**src/irq_map_defs.svh**
```systemverilog
/*
 * offsets, field positions, reset values and timing counts for the
 * interrupt pin map and filter configuration block.
 * assumes a 200 MHz system clock and word-indexed register offsets.
 */
`ifndef IRQ_MAP_DEFS_SVH
`define IRQ_MAP_DEFS_SVH

// register indices, byte address is four times the index
`define FIRST_MAP_IDX     8'h2A
`define SECOND_MAP_IDX    8'h2B
`define FILTER_CFG_IDX    8'h2C
`define TIMEBASE_CFG_IDX  8'h2D
`define IRQ_STATUS_IDX    8'h30
`define IRQ_CLEAR_IDX     8'h31
`define IRQ_ENABLE_IDX    8'h32
`define EVENT_LEVEL_IDX   8'h33

// map register fields
`define MAP_POL_BIT       3'd7
`define MAP_EVT_MSB       3'd6
`define NUM_EVENTS        7

// event bit positions
`define EVT_AWAKE         3'd6
`define EVT_INACTIVITY    3'd5
`define EVT_ACTIVITY      3'd4
`define EVT_Q_OVERRUN     3'd3
`define EVT_Q_WATERMARK   3'd2
`define EVT_Q_READY       3'd1
`define EVT_DATA_READY    3'd0

// filter register fields
`define FLT_RANGE_MSB     3'd7
`define FLT_RANGE_LSB     3'd6
`define FLT_NARROW_BIT    3'd4
`define FLT_EXT_TRIG_BIT  3'd3
`define FLT_RATE_MSB      3'd2
`define FLT_RATE_LSB      3'd0
`define TIMEBASE_BIT      3'd6

// reset values
`define MAP_RST           8'h00
`define FILTER_RST        8'h13
`define TIMEBASE_RST      8'h00
`define IRQ_EN_RST        7'h00

// timing
`define CLK_PERIOD_NS     5
`define SLOW_RATE_DHZ     125
`define RATE_STEPS_MAX    3'd5
`define SLOW_RATE_CYC     (64'd10_000_000_000 / (`SLOW_RATE_DHZ * `CLK_PERIOD_NS))
`define EXT_TIMEBASE_SEL_MAX_HZ    51200
`define SLOW_RATE_EDGES   ((`EXT_TIMEBASE_SEL_MAX_HZ * 10) / `SLOW_RATE_DHZ)

`endif

```
**src/irq_map_pkg.sv**
```systemverilog
/*
 * types shared by the interrupt pin map and filter configuration block.
 * assumes nothing of its surroundings.
 */
package irq_map_pkg;

    typedef enum logic [1:0] {
        RANGE_2G,
        RANGE_4G,
        RANGE_8G
    } range_t;

    typedef enum logic [2:0] {
        RATE_12P5,
        RATE_25,
        RATE_50,
        RATE_100,
        RATE_200,
        RATE_400
    } rate_t;

    typedef enum logic [1:0] {
        TB_INTERNAL,
        TB_EXT_CLOCK,
        TB_EXT_TRIGGER
    } timebase_t;

endpackage

```
**src/irq_pin_driver.sv**
```systemverilog
/*
 * one interrupt pin: event select, or, polarity and release.
 * assumes event levels synchronous to i_clk and an external keeper on the pin.
 */
`timescale 1ns/1ps
`include "irq_map_defs.svh"

module irq_pin_driver (
    input  wire logic       i_clk,
    input  wire logic       i_rst_b,
    input  wire logic [7:0] i_map,
    input  wire logic [6:0] i_event,
    input  wire logic       i_as_input,
    output logic            o_pin_out,
    output logic            o_pin_oe
);

    logic any_mapped;
    logic active;

    assign any_mapped = |i_map[`MAP_EVT_MSB:0];
    assign active     = |(i_map[`MAP_EVT_MSB:0] & i_event);

    // last level is kept while released, matching the keeper
    always_ff @(posedge i_clk or negedge i_rst_b) begin
        if (!i_rst_b) begin
            o_pin_out <= 1'b0;
        end else if (any_mapped && !i_as_input) begin
            o_pin_out <= active ^ i_map[`MAP_POL_BIT];
        end
    end

    always_ff @(posedge i_clk or negedge i_rst_b) begin
        if (!i_rst_b) begin
            o_pin_oe <= 1'b0;
        end else begin
            o_pin_oe <= any_mapped && !i_as_input;
        end
    end

endmodule // irq_pin_driver

```
**src/sample_timer.sv**
```systemverilog
/*
 * conversion strobe from the internal rate, an external timebase or a trigger.
 * assumes pin inputs synchronous to i_clk.
 */
`timescale 1ns/1ps
`include "irq_map_defs.svh"

module sample_timer #(
    parameter int unsigned CNT_W      = 32,
    parameter int unsigned SLOW_CYC   = 16_000_000,
    parameter int unsigned SLOW_EDGES = 4096
) (
    input  wire logic       i_clk,
    input  wire logic       i_rst_b,
    input  wire logic [2:0] i_rate_steps,
    input  wire logic       i_ext_trigger_sel,
    input  wire logic       i_ext_timebase_sel,
    input  wire logic       i_trigger_in,
    input  wire logic       i_timebase_in,
    output logic            o_tick
);

    logic [CNT_W-1:0] cnt_ff;
    logic [CNT_W-1:0] period;
    logic             trig_prev_ff;
    logic             tb_prev_ff;
    logic             step;

    assign period = i_ext_timebase_sel ? (CNT_W'(SLOW_EDGES) >> i_rate_steps)
                                       : (CNT_W'(SLOW_CYC) >> i_rate_steps);
    assign step   = i_ext_timebase_sel ? (i_timebase_in && !tb_prev_ff) : 1'b1;

    always_ff @(posedge i_clk or negedge i_rst_b) begin
        if (!i_rst_b) begin
            trig_prev_ff <= 1'b0;
            tb_prev_ff   <= 1'b0;
        end else begin
            trig_prev_ff <= i_trigger_in;
            tb_prev_ff   <= i_timebase_in;
        end
    end

    always_ff @(posedge i_clk or negedge i_rst_b) begin
        if (!i_rst_b) begin
            cnt_ff <= '0;
        end else if (i_ext_trigger_sel) begin
            cnt_ff <= '0;
        end else if (step) begin
            cnt_ff <= (cnt_ff >= period - CNT_W'(1)) ? '0 : cnt_ff + CNT_W'(1);
        end
    end

    always_ff @(posedge i_clk or negedge i_rst_b) begin
        if (!i_rst_b) begin
            o_tick <= 1'b0;
        end else if (i_ext_trigger_sel) begin
            o_tick <= i_trigger_in && !trig_prev_ff;
        end else begin
            o_tick <= step && (cnt_ff >= period - CNT_W'(1));
        end
    end

endmodule // sample_timer

```
**src/irq_pin_map_and_filter_cfg.sv**
```systemverilog
/*
 * interrupt pin map, filter and sample configuration, apb register slave,
 * sticky event interrupt and the conversion strobe.
 * assumes an apb master on i_clk, event levels synchronous to i_clk and
 * pin keepers plus pin resolution outside the block.
 */
`timescale 1ns/1ps
`include "irq_map_defs.svh"

module irq_pin_map_and_filter_cfg #(
    parameter int unsigned ADDR_W     = 12,
    parameter int unsigned SLOW_CYC   = 32'(`SLOW_RATE_CYC),
    parameter int unsigned SLOW_EDGES = `SLOW_RATE_EDGES
) (
    input  wire logic              i_clk,
    input  wire logic              i_rst_b,
    input  wire logic              i_psel,
    input  wire logic              i_penable,
    input  wire logic              i_pwrite,
    input  wire logic [ADDR_W-1:0] i_paddr,
    input  wire logic [31:0]       i_pwdata,
    input  wire logic [3:0]        i_pstrb,
    output logic [31:0]            o_prdata,
    output logic                   o_pready,
    output logic                   o_pslverr,
    input  wire logic [6:0]        i_event,
    input  wire logic              i_first_irq_pin_in,
    output logic                   o_first_irq_pin_out,
    output logic                   o_first_irq_pin_oe,
    input  wire logic              i_second_irq_pin_in,
    output logic                   o_second_irq_pin_out,
    output logic                   o_second_irq_pin_oe,
    output logic                   o_irq,
    output logic                   o_sample_tick,
    output irq_map_pkg::range_t    o_range,
    output irq_map_pkg::rate_t     o_sample_rate_sel,
    output logic                   o_narrow_filter_sel,
    output irq_map_pkg::timebase_t o_timebase
);

    logic [7:0] first_map_ff;
    logic [7:0] second_map_ff;
    logic [7:0] filter_ff;
    logic [7:0] timebase_ff;
    logic [6:0] irq_status_ff;
    logic [6:0] irq_enable_ff;
    logic [6:0] event_prev_ff;
    logic [6:0] event_rise;
    logic [6:0] irq_clear;
    logic [6:0] nxt_irq_status;
    logic [7:0] acc_idx;
    logic       setup;
    logic       wr_en;
    logic [7:0] wr_byte;
    logic [31:0] rd_word;
    logic       ext_trigger_sel;
    logic       ext_timebase_sel;
    logic [2:0] rate_steps;

    function automatic logic [7:0] word_index(input logic [ADDR_W-1:0] addr);
        return addr[9:2];
    endfunction

    function automatic logic is_mapped(input logic [7:0] idx);
        case (idx)
            `FIRST_MAP_IDX, `SECOND_MAP_IDX, `FILTER_CFG_IDX, `TIMEBASE_CFG_IDX,
            `IRQ_STATUS_IDX, `IRQ_CLEAR_IDX, `IRQ_ENABLE_IDX, `EVENT_LEVEL_IDX: begin
                return 1'b1;
            end
            default: begin
                return 1'b0;
            end
        endcase
    endfunction

    function automatic irq_map_pkg::range_t range_of(input logic [1:0] f);
        case (f)
            2'b00:   return irq_map_pkg::RANGE_2G;
            2'b01:   return irq_map_pkg::RANGE_4G;
            default: return irq_map_pkg::RANGE_8G;
        endcase
    endfunction

    function automatic irq_map_pkg::rate_t rate_of(input logic [2:0] f);
        case (f)
            3'b000:  return irq_map_pkg::RATE_12P5;
            3'b001:  return irq_map_pkg::RATE_25;
            3'b010:  return irq_map_pkg::RATE_50;
            3'b011:  return irq_map_pkg::RATE_100;
            3'b100:  return irq_map_pkg::RATE_200;
            default: return irq_map_pkg::RATE_400;
        endcase
    endfunction

    assign acc_idx          = word_index(i_paddr);
    assign setup            = i_psel && !i_penable;
    assign wr_en            = i_psel && i_penable && o_pready && i_pwrite && i_pstrb[0];
    assign wr_byte          = i_pwdata[7:0];
    assign ext_trigger_sel  = filter_ff[`FLT_EXT_TRIG_BIT];
    assign ext_timebase_sel = timebase_ff[`TIMEBASE_BIT];
    assign rate_steps       = (filter_ff[`FLT_RATE_MSB:`FLT_RATE_LSB] > `RATE_STEPS_MAX)
                              ? `RATE_STEPS_MAX : filter_ff[`FLT_RATE_MSB:`FLT_RATE_LSB];

    // apb answer: ready in the first access cycle, data and error set at setup
    always_ff @(posedge i_clk or negedge i_rst_b) begin
        if (!i_rst_b) begin
            o_pready  <= 1'b0;
            o_pslverr <= 1'b0;
            o_prdata  <= 32'h0000_0000;
        end else begin
            o_pready  <= setup;
            o_pslverr <= setup && !is_mapped(acc_idx);
            o_prdata  <= (setup && !i_pwrite) ? rd_word : 32'h0000_0000;
        end
    end

    always_comb begin
        rd_word = 32'h0000_0000;
        case (acc_idx)
            `FIRST_MAP_IDX:    rd_word[7:0] = first_map_ff;
            `SECOND_MAP_IDX:   rd_word[7:0] = second_map_ff;
            `FILTER_CFG_IDX:   rd_word[7:0] = filter_ff;
            `TIMEBASE_CFG_IDX: rd_word[7:0] = timebase_ff;
            `IRQ_STATUS_IDX:   rd_word[6:0] = irq_status_ff;
            `IRQ_ENABLE_IDX:   rd_word[6:0] = irq_enable_ff;
            `EVENT_LEVEL_IDX:  rd_word[6:0] = i_event;
            default:           rd_word = 32'h0000_0000;
        endcase
    end

    // configuration registers
    always_ff @(posedge i_clk or negedge i_rst_b) begin
        if (!i_rst_b) begin
            first_map_ff  <= `MAP_RST;
            second_map_ff <= `MAP_RST;
        end else if (wr_en) begin
            if (acc_idx == `FIRST_MAP_IDX) begin
                first_map_ff <= wr_byte;
            end
            if (acc_idx == `SECOND_MAP_IDX) begin
                second_map_ff <= wr_byte;
            end
        end
    end

    always_ff @(posedge i_clk or negedge i_rst_b) begin
        if (!i_rst_b) begin
            filter_ff   <= `FILTER_RST;
            timebase_ff <= `TIMEBASE_RST;
        end else if (wr_en) begin
            if (acc_idx == `FILTER_CFG_IDX) begin
                filter_ff <= wr_byte;
            end
            if (acc_idx == `TIMEBASE_CFG_IDX) begin
                timebase_ff <= wr_byte & (8'h01 << `TIMEBASE_BIT);
            end
        end
    end

    always_ff @(posedge i_clk or negedge i_rst_b) begin
        if (!i_rst_b) begin
            irq_enable_ff <= `IRQ_EN_RST;
        end else if (wr_en && acc_idx == `IRQ_ENABLE_IDX) begin
            irq_enable_ff <= wr_byte[6:0];
        end
    end

    // sticky event flags, a new event wins over a clear in the same cycle
    assign event_rise = i_event & ~event_prev_ff;
    assign irq_clear  = (wr_en && acc_idx == `IRQ_CLEAR_IDX) ? wr_byte[6:0] : 7'h00;

    genvar gi;
    generate
        for (gi = 0; gi < `NUM_EVENTS; gi++) begin : g_sticky
            assign nxt_irq_status[gi] = event_rise[gi] || (irq_status_ff[gi] && !irq_clear[gi]);
        end
    endgenerate

    always_ff @(posedge i_clk or negedge i_rst_b) begin
        if (!i_rst_b) begin
            event_prev_ff <= 7'h00;
            irq_status_ff <= 7'h00;
            o_irq         <= 1'b0;
        end else begin
            event_prev_ff <= i_event;
            irq_status_ff <= nxt_irq_status;
            o_irq         <= |(nxt_irq_status & irq_enable_ff);
        end
    end

    // decoded configuration outputs
    always_ff @(posedge i_clk or negedge i_rst_b) begin
        if (!i_rst_b) begin
            o_range             <= irq_map_pkg::RANGE_2G;
            o_sample_rate_sel   <= irq_map_pkg::RATE_100;
            o_narrow_filter_sel <= 1'b1;
            o_timebase          <= irq_map_pkg::TB_INTERNAL;
        end else begin
            o_range             <= range_of(filter_ff[`FLT_RANGE_MSB:`FLT_RANGE_LSB]);
            o_sample_rate_sel   <= rate_of(filter_ff[`FLT_RATE_MSB:`FLT_RATE_LSB]);
            o_narrow_filter_sel <= filter_ff[`FLT_NARROW_BIT];
            if (ext_trigger_sel) begin
                o_timebase <= irq_map_pkg::TB_EXT_TRIGGER;
            end else if (ext_timebase_sel) begin
                o_timebase <= irq_map_pkg::TB_EXT_CLOCK;
            end else begin
                o_timebase <= irq_map_pkg::TB_INTERNAL;
            end
        end
    end

    irq_pin_driver u_first_pin (
        .i_clk      (i_clk),
        .i_rst_b    (i_rst_b),
        .i_map      (first_map_ff),
        .i_event    (i_event),
        .i_as_input (ext_timebase_sel),
        .o_pin_out  (o_first_irq_pin_out),
        .o_pin_oe   (o_first_irq_pin_oe)
    );

    irq_pin_driver u_second_pin (
        .i_clk      (i_clk),
        .i_rst_b    (i_rst_b),
        .i_map      (second_map_ff),
        .i_event    (i_event),
        .i_as_input (ext_trigger_sel),
        .o_pin_out  (o_second_irq_pin_out),
        .o_pin_oe   (o_second_irq_pin_oe)
    );

    sample_timer #(
        .CNT_W      (32),
        .SLOW_CYC   (SLOW_CYC),
        .SLOW_EDGES (SLOW_EDGES)
    ) u_timer (
        .i_clk              (i_clk),
        .i_rst_b            (i_rst_b),
        .i_rate_steps       (rate_steps),
        .i_ext_trigger_sel  (ext_trigger_sel),
        .i_ext_timebase_sel (ext_timebase_sel),
        .i_trigger_in       (i_second_irq_pin_in),
        .i_timebase_in      (i_first_irq_pin_in),
        .o_tick             (o_sample_tick)
    );

    // checks
    a_first_pin_level: assert property (@(posedge i_clk) disable iff (!i_rst_b)
        o_first_irq_pin_oe |-> o_first_irq_pin_out ==
            ($past(|(first_map_ff[6:0] & i_event)) ^ $past(first_map_ff[7])))
        else $error("first pin level differs from mapped events and polarity");

    a_active_low_idle: assert property (@(posedge i_clk) disable iff (!i_rst_b)
        (first_map_ff == 8'h81 && !i_event[0] && !ext_timebase_sel) |=> o_first_irq_pin_out)
        else $error("active low pin not high while idle");

    a_second_pin_level: assert property (@(posedge i_clk) disable iff (!i_rst_b)
        o_second_irq_pin_oe |-> o_second_irq_pin_out ==
            ($past(|(second_map_ff[6:0] & i_event)) ^ $past(second_map_ff[7])))
        else $error("second pin level differs from mapped events and polarity");

    a_unmapped_float: assert property (@(posedge i_clk) disable iff (!i_rst_b)
        (first_map_ff[6:0] == 7'h00) |=> !o_first_irq_pin_oe && $stable(o_first_irq_pin_out))
        else $error("unmapped first pin is driven or changed level");

    a_trigger_frees_pin: assert property (@(posedge i_clk) disable iff (!i_rst_b)
        ext_trigger_sel |=> !o_second_irq_pin_oe)
        else $error("second pin driven while used as trigger input");

    a_timebase_frees_pin: assert property (@(posedge i_clk) disable iff (!i_rst_b)
        ext_timebase_sel |=> !o_first_irq_pin_oe)
        else $error("first pin driven while used as timebase input");

    a_trigger_tick: assert property (@(posedge i_clk) disable iff (!i_rst_b)
        (ext_trigger_sel && $rose(i_second_irq_pin_in)) |=> o_sample_tick)
        else $error("trigger edge gave no conversion strobe");

    a_bw_follows: assert property (@(posedge i_clk) disable iff (!i_rst_b)
        ##1 o_narrow_filter_sel == $past(filter_ff[4]))
        else $error("filter width output does not follow its bit");

    a_range_decode: assert property (@(posedge i_clk) disable iff (!i_rst_b)
        ($past(filter_ff[7]) |-> o_range == irq_map_pkg::RANGE_8G) and
        ($past(filter_ff[7:6]) == 2'b01 |-> o_range == irq_map_pkg::RANGE_4G))
        else $error("range decode wrong");

    a_rate_decode: assert property (@(posedge i_clk) disable iff (!i_rst_b)
        ($past(filter_ff[2:0]) >= 3'd5) |-> o_sample_rate_sel == irq_map_pkg::RATE_400)
        else $error("top rate codes not decoded as fastest rate");

    a_reset_values: assert property (@(posedge i_clk) disable iff (!i_rst_b)
        !$past(i_rst_b) |-> first_map_ff == 8'h00 && filter_ff == 8'h13 && !o_first_irq_pin_oe)
        else $error("reset values wrong");

    a_irq_sticky: assert property (@(posedge i_clk) disable iff (!i_rst_b)
        (event_rise[0] && irq_enable_ff[0]) |=> o_irq && irq_status_ff[0])
        else $error("enabled event did not raise the interrupt");

    c_both_pins_driven: cover property (@(posedge i_clk) disable iff (!i_rst_b)
        o_first_irq_pin_oe && o_second_irq_pin_oe && o_first_irq_pin_out);
    c_trigger_strobe: cover property (@(posedge i_clk) disable iff (!i_rst_b)
        ext_trigger_sel && o_sample_tick);
    c_irq_cleared: cover property (@(posedge i_clk) disable iff (!i_rst_b)
        o_irq ##1 !o_irq);

endmodule // irq_pin_map_and_filter_cfg

```
**config.mk**
```make
export PLATFORM = sky130hd
export DESIGN_NAME = irq_pin_map_and_filter_cfg
export DESIGN_NICKNAME = d
export VERILOG_FILES = /design/src/irq_map_pkg.sv /design/src/irq_pin_driver.sv /design/src/sample_timer.sv /design/src/irq_pin_map_and_filter_cfg.sv
export VERILOG_INCLUDE_DIRS = /design/src /design/src/src
export SDC_FILE = /design/constraint.sdc
export NUM_CORES = 1
export LEC_CHECK = 0
export BUFFER_PORTS_ARGS = -buffer_cell sky130_fd_sc_hd__buf_2
export CAP_MARGIN = 5
export CORE_ASPECT_RATIO = 1.5
export CORE_MARGIN = 3
export CORE_UTILIZATION = 57
export DETAILED_ROUTE_END_ITERATION = 12
export PLACE_DENSITY = 0.81
export SLEW_MARGIN = 20
export SYNTH_ARGS = -nofsm -noshare
export SYNTH_HDL_FRONTEND = slang
export SYNTH_SLANG_ARGS = --single-unit
```
**constraint.sdc**
```tcl
create_clock -name i_clk -period 6.1 [get_ports i_clk]
set_input_delay 0.915 -clock i_clk [delete_from_list [all_inputs] [get_ports i_clk]]
set_output_delay 0.915 -clock i_clk [all_outputs]
set_load 0.02 [all_outputs]
```
==> flow_metrics.env, run 1 <==
export IMPL_status="completed"
export IMPL_die_x_um=94.1
export IMPL_netlist_top_cells_count="dfrtp_1 (98), nand2_1 (50), nor2_1 (43), ha_1 (37), o21ai_0 (37)"
export IMPL_routed_wl_mm=16.8
export IMPL_synth_area_per_cell_um2=9.70
export IMPL_crit_end="u_timer.cnt_ff[30]"
export IMPL_grt_pass1_vias=5667
export IMPL_crit_start="filter_ff[1]"
export IMPL_fin_nets=827
export IMPL_rsz0062_at_grt="false"
export IMPL_async_flop_share_pct=100
export IMPL_initial_utilization_pct=59.1
export IMPL_numCtsBuffers=9
export IMPL_cts_resized=0
export IMPL_viasPerCell=6.43
export IMPL_setup_tns_ps=0
export IMPL_seq_area_frac_synth_pct=39.3
export IMPL_wl_per_cell_um=19.1
export IMPL_netlist_area_leader_share_pct=37.0
export IMPL_vias=5655
export IMPL_period_minus_slack_ps=5470
export IMPL_path_class="reg2reg"
export IMPL_grt_max_degree=76
export IMPL_r2r_start="filter_ff[1]"
export IMPL_synth_seq_cells=104
export IMPL_insertion_delay_ps=360
export IMPL_cp_arrival_ps=5740
export IMPL_r2r_setup_slack_ps=630
export IMPL_worstRegToRegCells=15
export IMPL_fp_dieH_um=138
export IMPL_netlist_instances=684
export IMPL_leakagePower_nw=3.46
export IMPL_cp_max_fo=23
export IMPL_multi_input_area_um2=3640
export IMPL_fin_ws_ps=629
export IMPL_ys_types=71
export IMPL_crit_path_end_kind="register"
export IMPL_worst_pin_slew_ps=1110
export IMPL_clockBufferDepth=2
export IMPL_ys_warnings_count=0
export IMPL_synth_flop_cell="dfrtp_1"
export IMPL_gr_usage_all_layers_pct=26.8
export IMPL_required_ps=6370
export IMPL_yosysTopAreaCell="dfrtp_1"
export IMPL_pre_cts_ws_ps=771
export IMPL_drive_gt1_share_pct=18.3
export IMPL_overflow=0
export IMPL_syn_to_final_growth_pct=8.64
export IMPL_hold_violations=0
export IMPL_hold_slack_ps=385
export IMPL_grt_pass1_wl_mm=27.8
export IMPL_period_share_pct=89.7
export IMPL_ys_top_cells_by_area="dfrtp_1 (37%), ha_1 (7.0%), mux2_2 (4.8%)"
export IMPL_final_antenna_net_count=0
export IMPL_rows=47
export IMPL_die_area_um2=13000
export IMPL_holdCritPathClass="reg2reg"
export IMPL_synth_most_common_cell="dfrtp_1"
export IMPL_slew_headroom_pct=25.2
export IMPL_antenna_found_initial=0
export IMPL_maxSlewViolCount=0
export IMPL_drt_iter0_markers=432
export IMPL_clkSinkCount=104
export IMPL_synth_edf_count=0
export IMPL_start_kind="register"
export IMPL_finalSetupViolCount=0
export IMPL_cts_tree="built"
export IMPL_h_tree_depth=3
export IMPL_syn_area_um2=6640
export IMPL_numPortBuffers=54
export IMPL_gp_congestion=0.956
export IMPL_clkTransAtPathRegs_ps=80
export IMPL_power_density_nw_per_um2=206
export IMPL_detailed_place_hpwl_mm=12.5
export IMPL_maxCapViolCount=0
export IMPL_fin_skew_ps=10.1
export IMPL_ios=110
export IMPL_regArea_um2=2610
export IMPL_fmax_mhz=183
export IMPL_core_area_um2=11200
export IMPL_cts_hold_buffers=0
export IMPL_max_vdd_ir_drop_mv=0.154
export IMPL_drtPass1Iterations=6
export IMPL_r2r_end="u_timer.cnt_ff[30]"
export IMPL_cts_root_buf="clkbuf_16"
export IMPL_num_antenna_cells=0
export IMPL_drc_errors=0
export IMPL_nFillCells=904
export IMPL_postCtsSetupBuffers=0
## critical path: stages, from the launching register on
cell and delay (ps):
dfstp_2 800, a21o_1 280, ha_1 590, o21ba_2 260, nor2_1 50, o211ai_1 700, nor2_1 180, mux2i_1 160
o21ai_0 230, ha_1 310, a21oi_1 160, o21a_1 170, o32a_1 200, and3_1 710, nand2_1 300, o21ai_0 270
## through the flow
step / util [%] / power, mW / area [um^2] / cells
2_1_floorplan: - / 0.842 / 6730 / 709
3_3_place_gp: 61.4 / 0.876 / 6890 / 864
3_5_place_dp: 61.4 / 0.886 / 6890 / 864
4_1_cts: 64.2 / 1.49 / 7210 / 880
5_1_grt: 64.2 / 1.54 / 7210 / 880
6_report: 64.2 / 1.49 / 7210 / 880
## routing by layer
| metal | track usage (%) | up-vias | wire length (um) |
|---|---|---|---|
| met5 | 0 | - | 0 |
| met2 | 46.9 | 237 | 8980 |
| met3 | 4.67 | 78 | 817 |
| li1 | - | 2583 | - |
| met1 | 29.8 | 2757 | 6090 |
| met4 | 15.4 | 0 | 949 |
## layout by cell type, fill, tap and decap left out, types with 4 or more instances in the layout
cell type,instances
nand2_1,50
xnor2_1,7
xor2_1,4
and2_1,6
conb_1,27
inv_1,27
nor3_1,9
o21a_1,6
nand4_1,11
a22oi_1,20
nor2_1,43
or4_1,8
or3_1,13
mux2_2,28
nand2b_1,8
and4_1,9
and3_1,9
mux2_4,8
a21o_1,7
nor4b_1,5
a21oi_1,28
ha_1,37
o31a_1,5
a22o_1,10
dfrtp_1,98
a221o_1,5
nor4_1,9
buf_2,53
o31ai_1,9
mux2i_1,15
clkbuf_16,9
dfstp_2,6
buf_4,12
a31oi_1,12
o21ai_0,37
nand3_1,32
## report_power, final
part	switching, mW	internal [mW]
clock network	0.276	0.336
logic	0.0789	0.0471
registers	0.0354	0.714
total	0.390	1.10
## flip-flops by register name, summed over array words and instances (netlist names)
register / flops
o_irq: 1
o_pslverr: 1
o_timebase: 2
event_prev_ff: 7
o_prdata: 8
u_second_pin.o_pin_out: 1
timebase_ff: 1
filter_ff: 8
u_timer.trig_prev_ff: 1
u_timer.cnt_ff: 32
first_map_ff: 8
second_map_ff: 8
o_range: 2
o_sample_rate_sel: 3
o_pready: 1
irq_enable_ff: 7
u_first_pin.o_pin_oe: 1
u_timer.tb_prev_ff: 1
u_timer.o_tick: 1
u_first_pin.o_pin_out: 1
u_second_pin.o_pin_oe: 1
o_narrow_filter_sel: 1
irq_status_ff: 7
## area by class of cell
| type | count | share of cell area, % |
|---|---|---|
| timing repair buffer | 65 | 4.93 |
| sequential | 104 | 36.2 |
| clock buffer | 10 | 3.32 |
| tap | 147 | 2.55 |
| multi-input combinational | 520 | 50.5 |
| inverter | 28 | 1.46 |
| clock inverter | 6 | 1.04 |
## kinds of logic (layout without fill, tap and decap cells)
kind of cell             after synthesis  in the layout  share of synthesized area, %
AO/OA/AOI/OAI                        168            168                          17.4
AND/OR/NAND/NOR                      226            226                          18.7
multiplexers                          51             51                          8.83
adder cells (fa/ha/maj)               37             37                          6.98
buffers and inverters                 85            109                          7.22
other                                  2             27                         0.113
flip-flops                           104            104                          39.3
XOR/XNOR                              11             11                          1.45
## how the worst min path moves through the flow
stage | start | end | slack, ps | cells past startpoint
6_report | filter_ff[4] | o_narrow_filter_sel | 390 | 0
3_3_place_gp | filter_ff[4] | o_narrow_filter_sel | 370 | 0
3_5_place_dp | filter_ff[4] | o_narrow_filter_sel | 370 | 0
5_1_grt | filter_ff[4] | o_narrow_filter_sel | 390 | 0
4_1_cts | filter_ff[4] | o_narrow_filter_sel | 380 | 0
2_1_floorplan | filter_ff[4] | o_narrow_filter_sel | 360 | 0
Power figures use the tool's default switching activity.
==> inputs of run 2 (changes only) <==
Settings changed: RECOVER_POWER set to 50, TNS_END_PERCENT set to 10.
==> run 2 against run 1 <==
  * The run now ends with max-capacitance violations, max-slew violations left
  * Final cell count unchanged
  * Final area down 0.69%
  * Clock-buffer cell count unchanged
  * Via count about the same
  * Combinational power about the same
  * Fmax down 1.6%
  * Largest power group unchanged
  * Setup slack worse by 92 ps
  * Routed wire length up 0.38%
  * Clock power about the same
  * Critical path type unchanged
  * First-iteration DRC count up 7.6%
  * Critical path depth down 1
  * Core utilization down 0.45 points
==> flow_metrics.env, run 2 (same netlist as run 1, synthesis figures left out) <==
export IMPL_status="complete, but fails checks"
export IMPL_violations="max-capacitance violations, max-slew violations"
export IMPL_p_comb_share_pct=8.4
export IMPL_drive_gt1_share_pct=13.8
export IMPL_p_total_mw=1.49
export IMPL_cts_tree="built"
export IMPL_placed_area_um2=6890
export IMPL_clkSinkCount=104
export IMPL_final_antenna_net_count=0
export IMPL_initial_utilization_pct=59.1
export IMPL_antenna_found_initial=0
export IMPL_hold_slack_ps=398
export IMPL_worst_pin_slew_ps=1800
export IMPL_path_class="reg2reg"
export IMPL_hold_depth=0
export IMPL_setup_tns_ps=0
export IMPL_finalInstanceArea_um2=7160
export IMPL_maxSlewViolCount=107
export IMPL_path_cells="clkbuf_1 > inv_1 > ha_1 > o22a_1 > a21oi_1 > o211ai_1 > or3_1 > ha_1 > a21oi_1 > o21ai_0 > a221oi_1 > and3_1 > nand2_1 > o21ai_0"
export IMPL_fin_nets=827
export IMPL_numCtsBuffers=9
export IMPL_clockBufferDepth=2
export IMPL_dp_cells=864
export IMPL_cp_arrival_ps=5840
export IMPL_r2r_start="timebase_ff[6]"
export IMPL_multi_input_area_um2=3640
export IMPL_detailed_place_hpwl_mm=12.5
export IMPL_start_kind="register"
export IMPL_vias=5651
export IMPL_nFillCells=921
export IMPL_final_common_cell="dfrtp_1"
export IMPL_power_density_nw_per_um2=208
export IMPL_maxCapViolCount=2
export IMPL_stdcell_count=880
export IMPL_cpPeakStageDelay_ps=780
export IMPL_rsz0062_at_grt="false"
export IMPL_core_area_um2=11200
export IMPL_crit_path_end_kind="register"
export IMPL_wl_per_cell_um=19.2
export IMPL_slowest_stage="and3_1"
export IMPL_drtPass1Iterations=5
export IMPL_period_share_pct=91.2
export IMPL_swShare_pct=26.3
export IMPL_insertion_delay_ps=360
export IMPL_fin_skew_ps=10.5
export IMPL_pwr_share_clk_pct=41.2
export IMPL_switchingPower_mw=0.390
export IMPL_r2r_end="u_timer.cnt_ff[30]"
export IMPL_required_ps=6370
export IMPL_postCtsSetupBuffers=0
export IMPL_grt_pass1_vias=5667
export IMPL_holdPathEnd="o_narrow_filter_sel"
export IMPL_leakagePower_nw=3.34
export IMPL_gr_usage_all_layers_pct=26.8
export IMPL_cts_hold_buffers=0
export IMPL_grt_max_degree=76
export IMPL_top_register="u_timer.cnt_ff"
export IMPL_regArea_um2=2610
export IMPL_ios=110
export IMPL_hold_violations=0
export IMPL_numPortBuffers=54
export IMPL_drc_errors=0
export IMPL_cts_resized=0
export IMPL_period_minus_slack_ps=5560
export IMPL_slew_headroom_pct=-19.8
export IMPL_viasPerCell=6.42
export IMPL_finalSetupViolCount=0
export IMPL_max_vdd_ir_drop_mv=0.153
export IMPL_gp_congestion=0.956
export IMPL_die_x_um=94.1
export IMPL_seq_power_share_pct=50.4
export IMPL_holdCritPathClass="reg2reg"
export IMPL_finish_utilization_pct=63.7
export IMPL_fin_ws_ps=537
export IMPL_r2r_setup_slack_ps=540
export IMPL_worstHoldStart="filter_ff[4]"
export IMPL_routed_wl_mm=16.9
export IMPL_clkTransAtPathRegs_ps=80
export IMPL_fmax_mhz=180
export IMPL_num_antenna_cells=0
export IMPL_rows=47
export IMPL_cp_max_fo=22
export IMPL_worstRegToRegCells=14
export IMPL_fp_dieH_um=138
export IMPL_largest_reg_flops=32
export IMPL_grt_pass1_wl_mm=27.8
export IMPL_die_area_um2=13000
export IMPL_p_int_mw=1.10
export IMPL_drt_iter0_markers=465
export IMPL_cts_root_buf="clkbuf_16"
export IMPL_pre_cts_ws_ps=771
export IMPL_h_tree_depth=3
export IMPL_syn_to_final_growth_pct=7.88
export IMPL_final_cell_mix="dfrtp_1 (98), nand2_1 (50), nor2_1 (43), o21ai_0 (37), ha_1 (37)"
export IMPL_overflow=0
[run 2: worst max path at each step]
stage                              start                  to  slack, ps  depth (start not counted)
after floorplan             filter_ff[2]  u_timer.cnt_ff[15]       1640                         18
after global placement      filter_ff[1]  u_timer.cnt_ff[30]        940                         15
after detailed placement    filter_ff[1]  u_timer.cnt_ff[30]        770                         15
after CTS                   filter_ff[1]  u_timer.cnt_ff[30]        780                         15
after global routing      timebase_ff[6]  u_timer.cnt_ff[30]        230                         16
final                     timebase_ff[6]  u_timer.cnt_ff[30]        540                         14
[run 2: routing by layer]
layer,global-route usage [%],vias up,share of wire [%]
met2,46.9,222,53
li1,-,2582,-
met1,29.8,2761,36
met3,4.67,86,4.9
met5,0,-,0
met4,15.4,0,5.7
[run 2: worst max-delay path: cells and delay by family (launching register included)]
family | cells | cell delay [ps]
adder cells (fa/ha/maj) | 2 | 800
flip-flops | 1 | 320
AND/OR/NAND/NOR | 3 | 1550
AO/OA/AOI/OAI | 7 | 1910
buffers and inverters | 2 | 860
[run 2: final cells by class]
class                           count  share of cell area [%]
Timing Repair Buffer               65                    4.26
Tap cell                          147                    2.57
Inverter                           28                    1.47
Clock buffer                       10                    3.34
Multi-Input combinational cell    520                    50.8
Clock inverter                      6                    1.05
Sequential cell                   104                    36.5
[run 2: power groups by stage]
stage	clock, mW	combinational, mW	sequential [mW]
finish	0.612	0.124	0.749
global route	0.645	0.143	0.754
CTS	0.618	0.124	0.749
detailed placement	0	0.125	0.761
global placement	0	0.117	0.759
floorplan	0	0.0893	0.753
==> inputs of run 3 (changes only) <==
Settings changed: CORE_UTILIZATION 57 to 50, PLACE_DENSITY 0.81 to 0.72.
==> run 3 against run 2 <==
  * The flow still finishes with violations (max-capacitance violations, max-slew violations)
  * Final cell count is 0.80% higher
  * Critical path type unchanged
  * Largest cell class unchanged
  * Global-route usage is 3.9 points lower
  * Final area fell by 0.40%
  * Clock power is 8.8% lower
  * Critical path depth rose by 2
  * Highest routed layer unchanged
  * Clock-buffer cell count stayed put
==> flow_metrics.env, run 3 (same netlist as run 1, synthesis figures left out) <==
export IMPL_status="complete, but fails checks"
export IMPL_violations="max-capacitance violations, max-slew violations"
export IMPL_h_tree_depth=3
export IMPL_cts_root_buf="clkbuf_16"
export IMPL_drc_errors=0
export IMPL_max_vdd_ir_drop_mv=0.141
export IMPL_fin_nets=825
export IMPL_maxSlewViolCount=107
export IMPL_r2r_setup_slack_ps=760
export IMPL_numCtsBuffers=9
export IMPL_insertion_delay_ps=350
export IMPL_worst_pin_slew_ps=2270
export IMPL_met1_length_mm=6.34
export IMPL_maxCapViolCount=2
export IMPL_antenna_found_initial=0
export IMPL_num_antenna_cells=0
export IMPL_cts_hold_buffers=0
export IMPL_viasPerCell=6.24
export IMPL_highest_layer="met4"
export IMPL_clockBufferDepth=2
export IMPL_fin_skew_ps=10.8
export IMPL_largest_reg_flops=32
export IMPL_cp_max_fo=23
export IMPL_rsz0062_at_grt="false"
export IMPL_clkSinkCount=104
export IMPL_final_cell_mix="dfrtp_1 (98), nand2_1 (50), nor2_1 (43), o21ai_0 (37), ha_1 (37)"
export IMPL_drive_gt1_share_pct=13.5
export IMPL_final_common_cell="dfrtp_1"
export IMPL_numPortBuffers=54
export IMPL_grt_max_degree=66
export IMPL_rows=50
export IMPL_start_kind="register"
export IMPL_pre_cts_ws_ps=900
export IMPL_clkTransAtPathRegs_ps=80
export IMPL_fin_ws_ps=755
export IMPL_drt_iter0_markers=509
export IMPL_initial_utilization_pct=52.2
export IMPL_fp_dieH_um=147
export IMPL_nFillCells=1137
export IMPL_power_density_nw_per_um2=201
export IMPL_final_antenna_net_count=0
export IMPL_gr_usage_all_layers_pct=22.8
export IMPL_path_class="reg2reg"
export IMPL_period_minus_slack_ps=5340
export IMPL_drtPass1Iterations=6
export IMPL_grt_pass1_wl_mm=27.0
export IMPL_wl_per_cell_um=18.8
export IMPL_grt_pass1_vias=5588
export IMPL_fmax_mhz=187
export IMPL_crit_path_end_kind="register"
export IMPL_multi_input_area_um2=3640
export IMPL_ios=110
export IMPL_required_ps=6330
export IMPL_gp_congestion=0.842
export IMPL_core_area_um2=12700
export IMPL_holdCritPathClass="reg2reg"
export IMPL_vias=5532
export IMPL_syn_to_final_growth_pct=7.45
export IMPL_postCtsSetupBuffers=0
export IMPL_detailed_place_hpwl_mm=12.4
export IMPL_cts_tree="built"
export IMPL_cts_resized=0
export IMPL_period_share_pct=87.6
export IMPL_die_area_um2=14700
export IMPL_hold_depth=0
export IMPL_cp_arrival_ps=5580
export IMPL_routed_wl_mm=16.6
export IMPL_finalSetupViolCount=0
export IMPL_overflow=0
export IMPL_slew_headroom_pct=-51.6
export IMPL_top_register="u_timer.cnt_ff"
export IMPL_leakagePower_nw=3.30
export IMPL_route_met3_wl_um=760
export IMPL_worstRegToRegCells=16
export IMPL_wl_met2_mm=8.97
export IMPL_die_x_um=100
export IMPL_hold_violations=0
export IMPL_regArea_um2=2610
export IMPL_setup_tns_ps=0
==> run 3: changes by cell type in the layout (fill, tap and decap cells not counted), sizes merged <==
cell      previous run  this run
bufinv               1         0
buf                 32        30
clkinvlp             0         1
==> run 3: path summary, 6_finish.rpt <==
kind                                  endpoint    startpoint
setup / recovery            u_timer.cnt_ff[20]  filter_ff[1]
hold / removal             o_narrow_filter_sel  filter_ff[4]
setup reg to reg            u_timer.cnt_ff[20]  filter_ff[1]
hold reg to reg            o_narrow_filter_sel  filter_ff[4]
max in group asynchronous         filter_ff[2]       i_rst_b
min in group asynchronous   u_timer.cnt_ff[13]       i_rst_b
==> run 3: final cells by class <==
class | count | area share [%]
Timing Repair Buffer | 63 | 4.11
Clock buffer | 10 | 3.21
Sequential cell | 104 | 36.6
Clock inverter | 6 | 0.737
Tap cell | 156 | 2.74
Inverter | 28 | 1.47
Multi-Input combinational cell | 520 | 51.1
==> run 3: critical path, stage by stage, from the launching register on <==
cell,delay [ps]
dfstp_2,810
a21o_1,280
ha_1,570
o21ba_2,250
nor2_1,50
o21ai_0,690
buf_4,280
o21ai_0,80
o21a_1,120
a2bb2oi_1,140
ha_1,280
nand4_1,100
nor3_1,220
o31ai_1,160
a311o_1,590
and4_1,330
a211o_1,260
==> run 3: per-stage QoR <==
step	hold slack (ps)	power (mW)	utilization [%]	instance area (um^2)	std cells
detailed placement	371	0.888	54.3	6890	871
finish	402	1.43	56.1	7130	887
CTS	382	1.45	56.5	7170	887
global placement	369	0.877	54.3	6890	871
floorplan	361	0.842	-	6730	709
global route	404	1.50	56.1	7130	887
==> run 3: metal layers <==
| metal | vias to the layer above | track usage [%] |
|---|---|---|
| li1 | 2575 | - |
| met1 | 2694 | 25.1 |
| met2 | 205 | 41.8 |
| met3 | 58 | 4.23 |
| met4 | 0 | 10.4 |
| met5 | - | 0 |
==> run 3: power breakdown <==
| group | switching [mW] | internal [mW] |
|---|---|---|
| combinational | 0.0798 | 0.0456 |
| clock | 0.274 | 0.284 |
| sequential | 0.0356 | 0.714 |
| total | 0.389 | 1.04 |
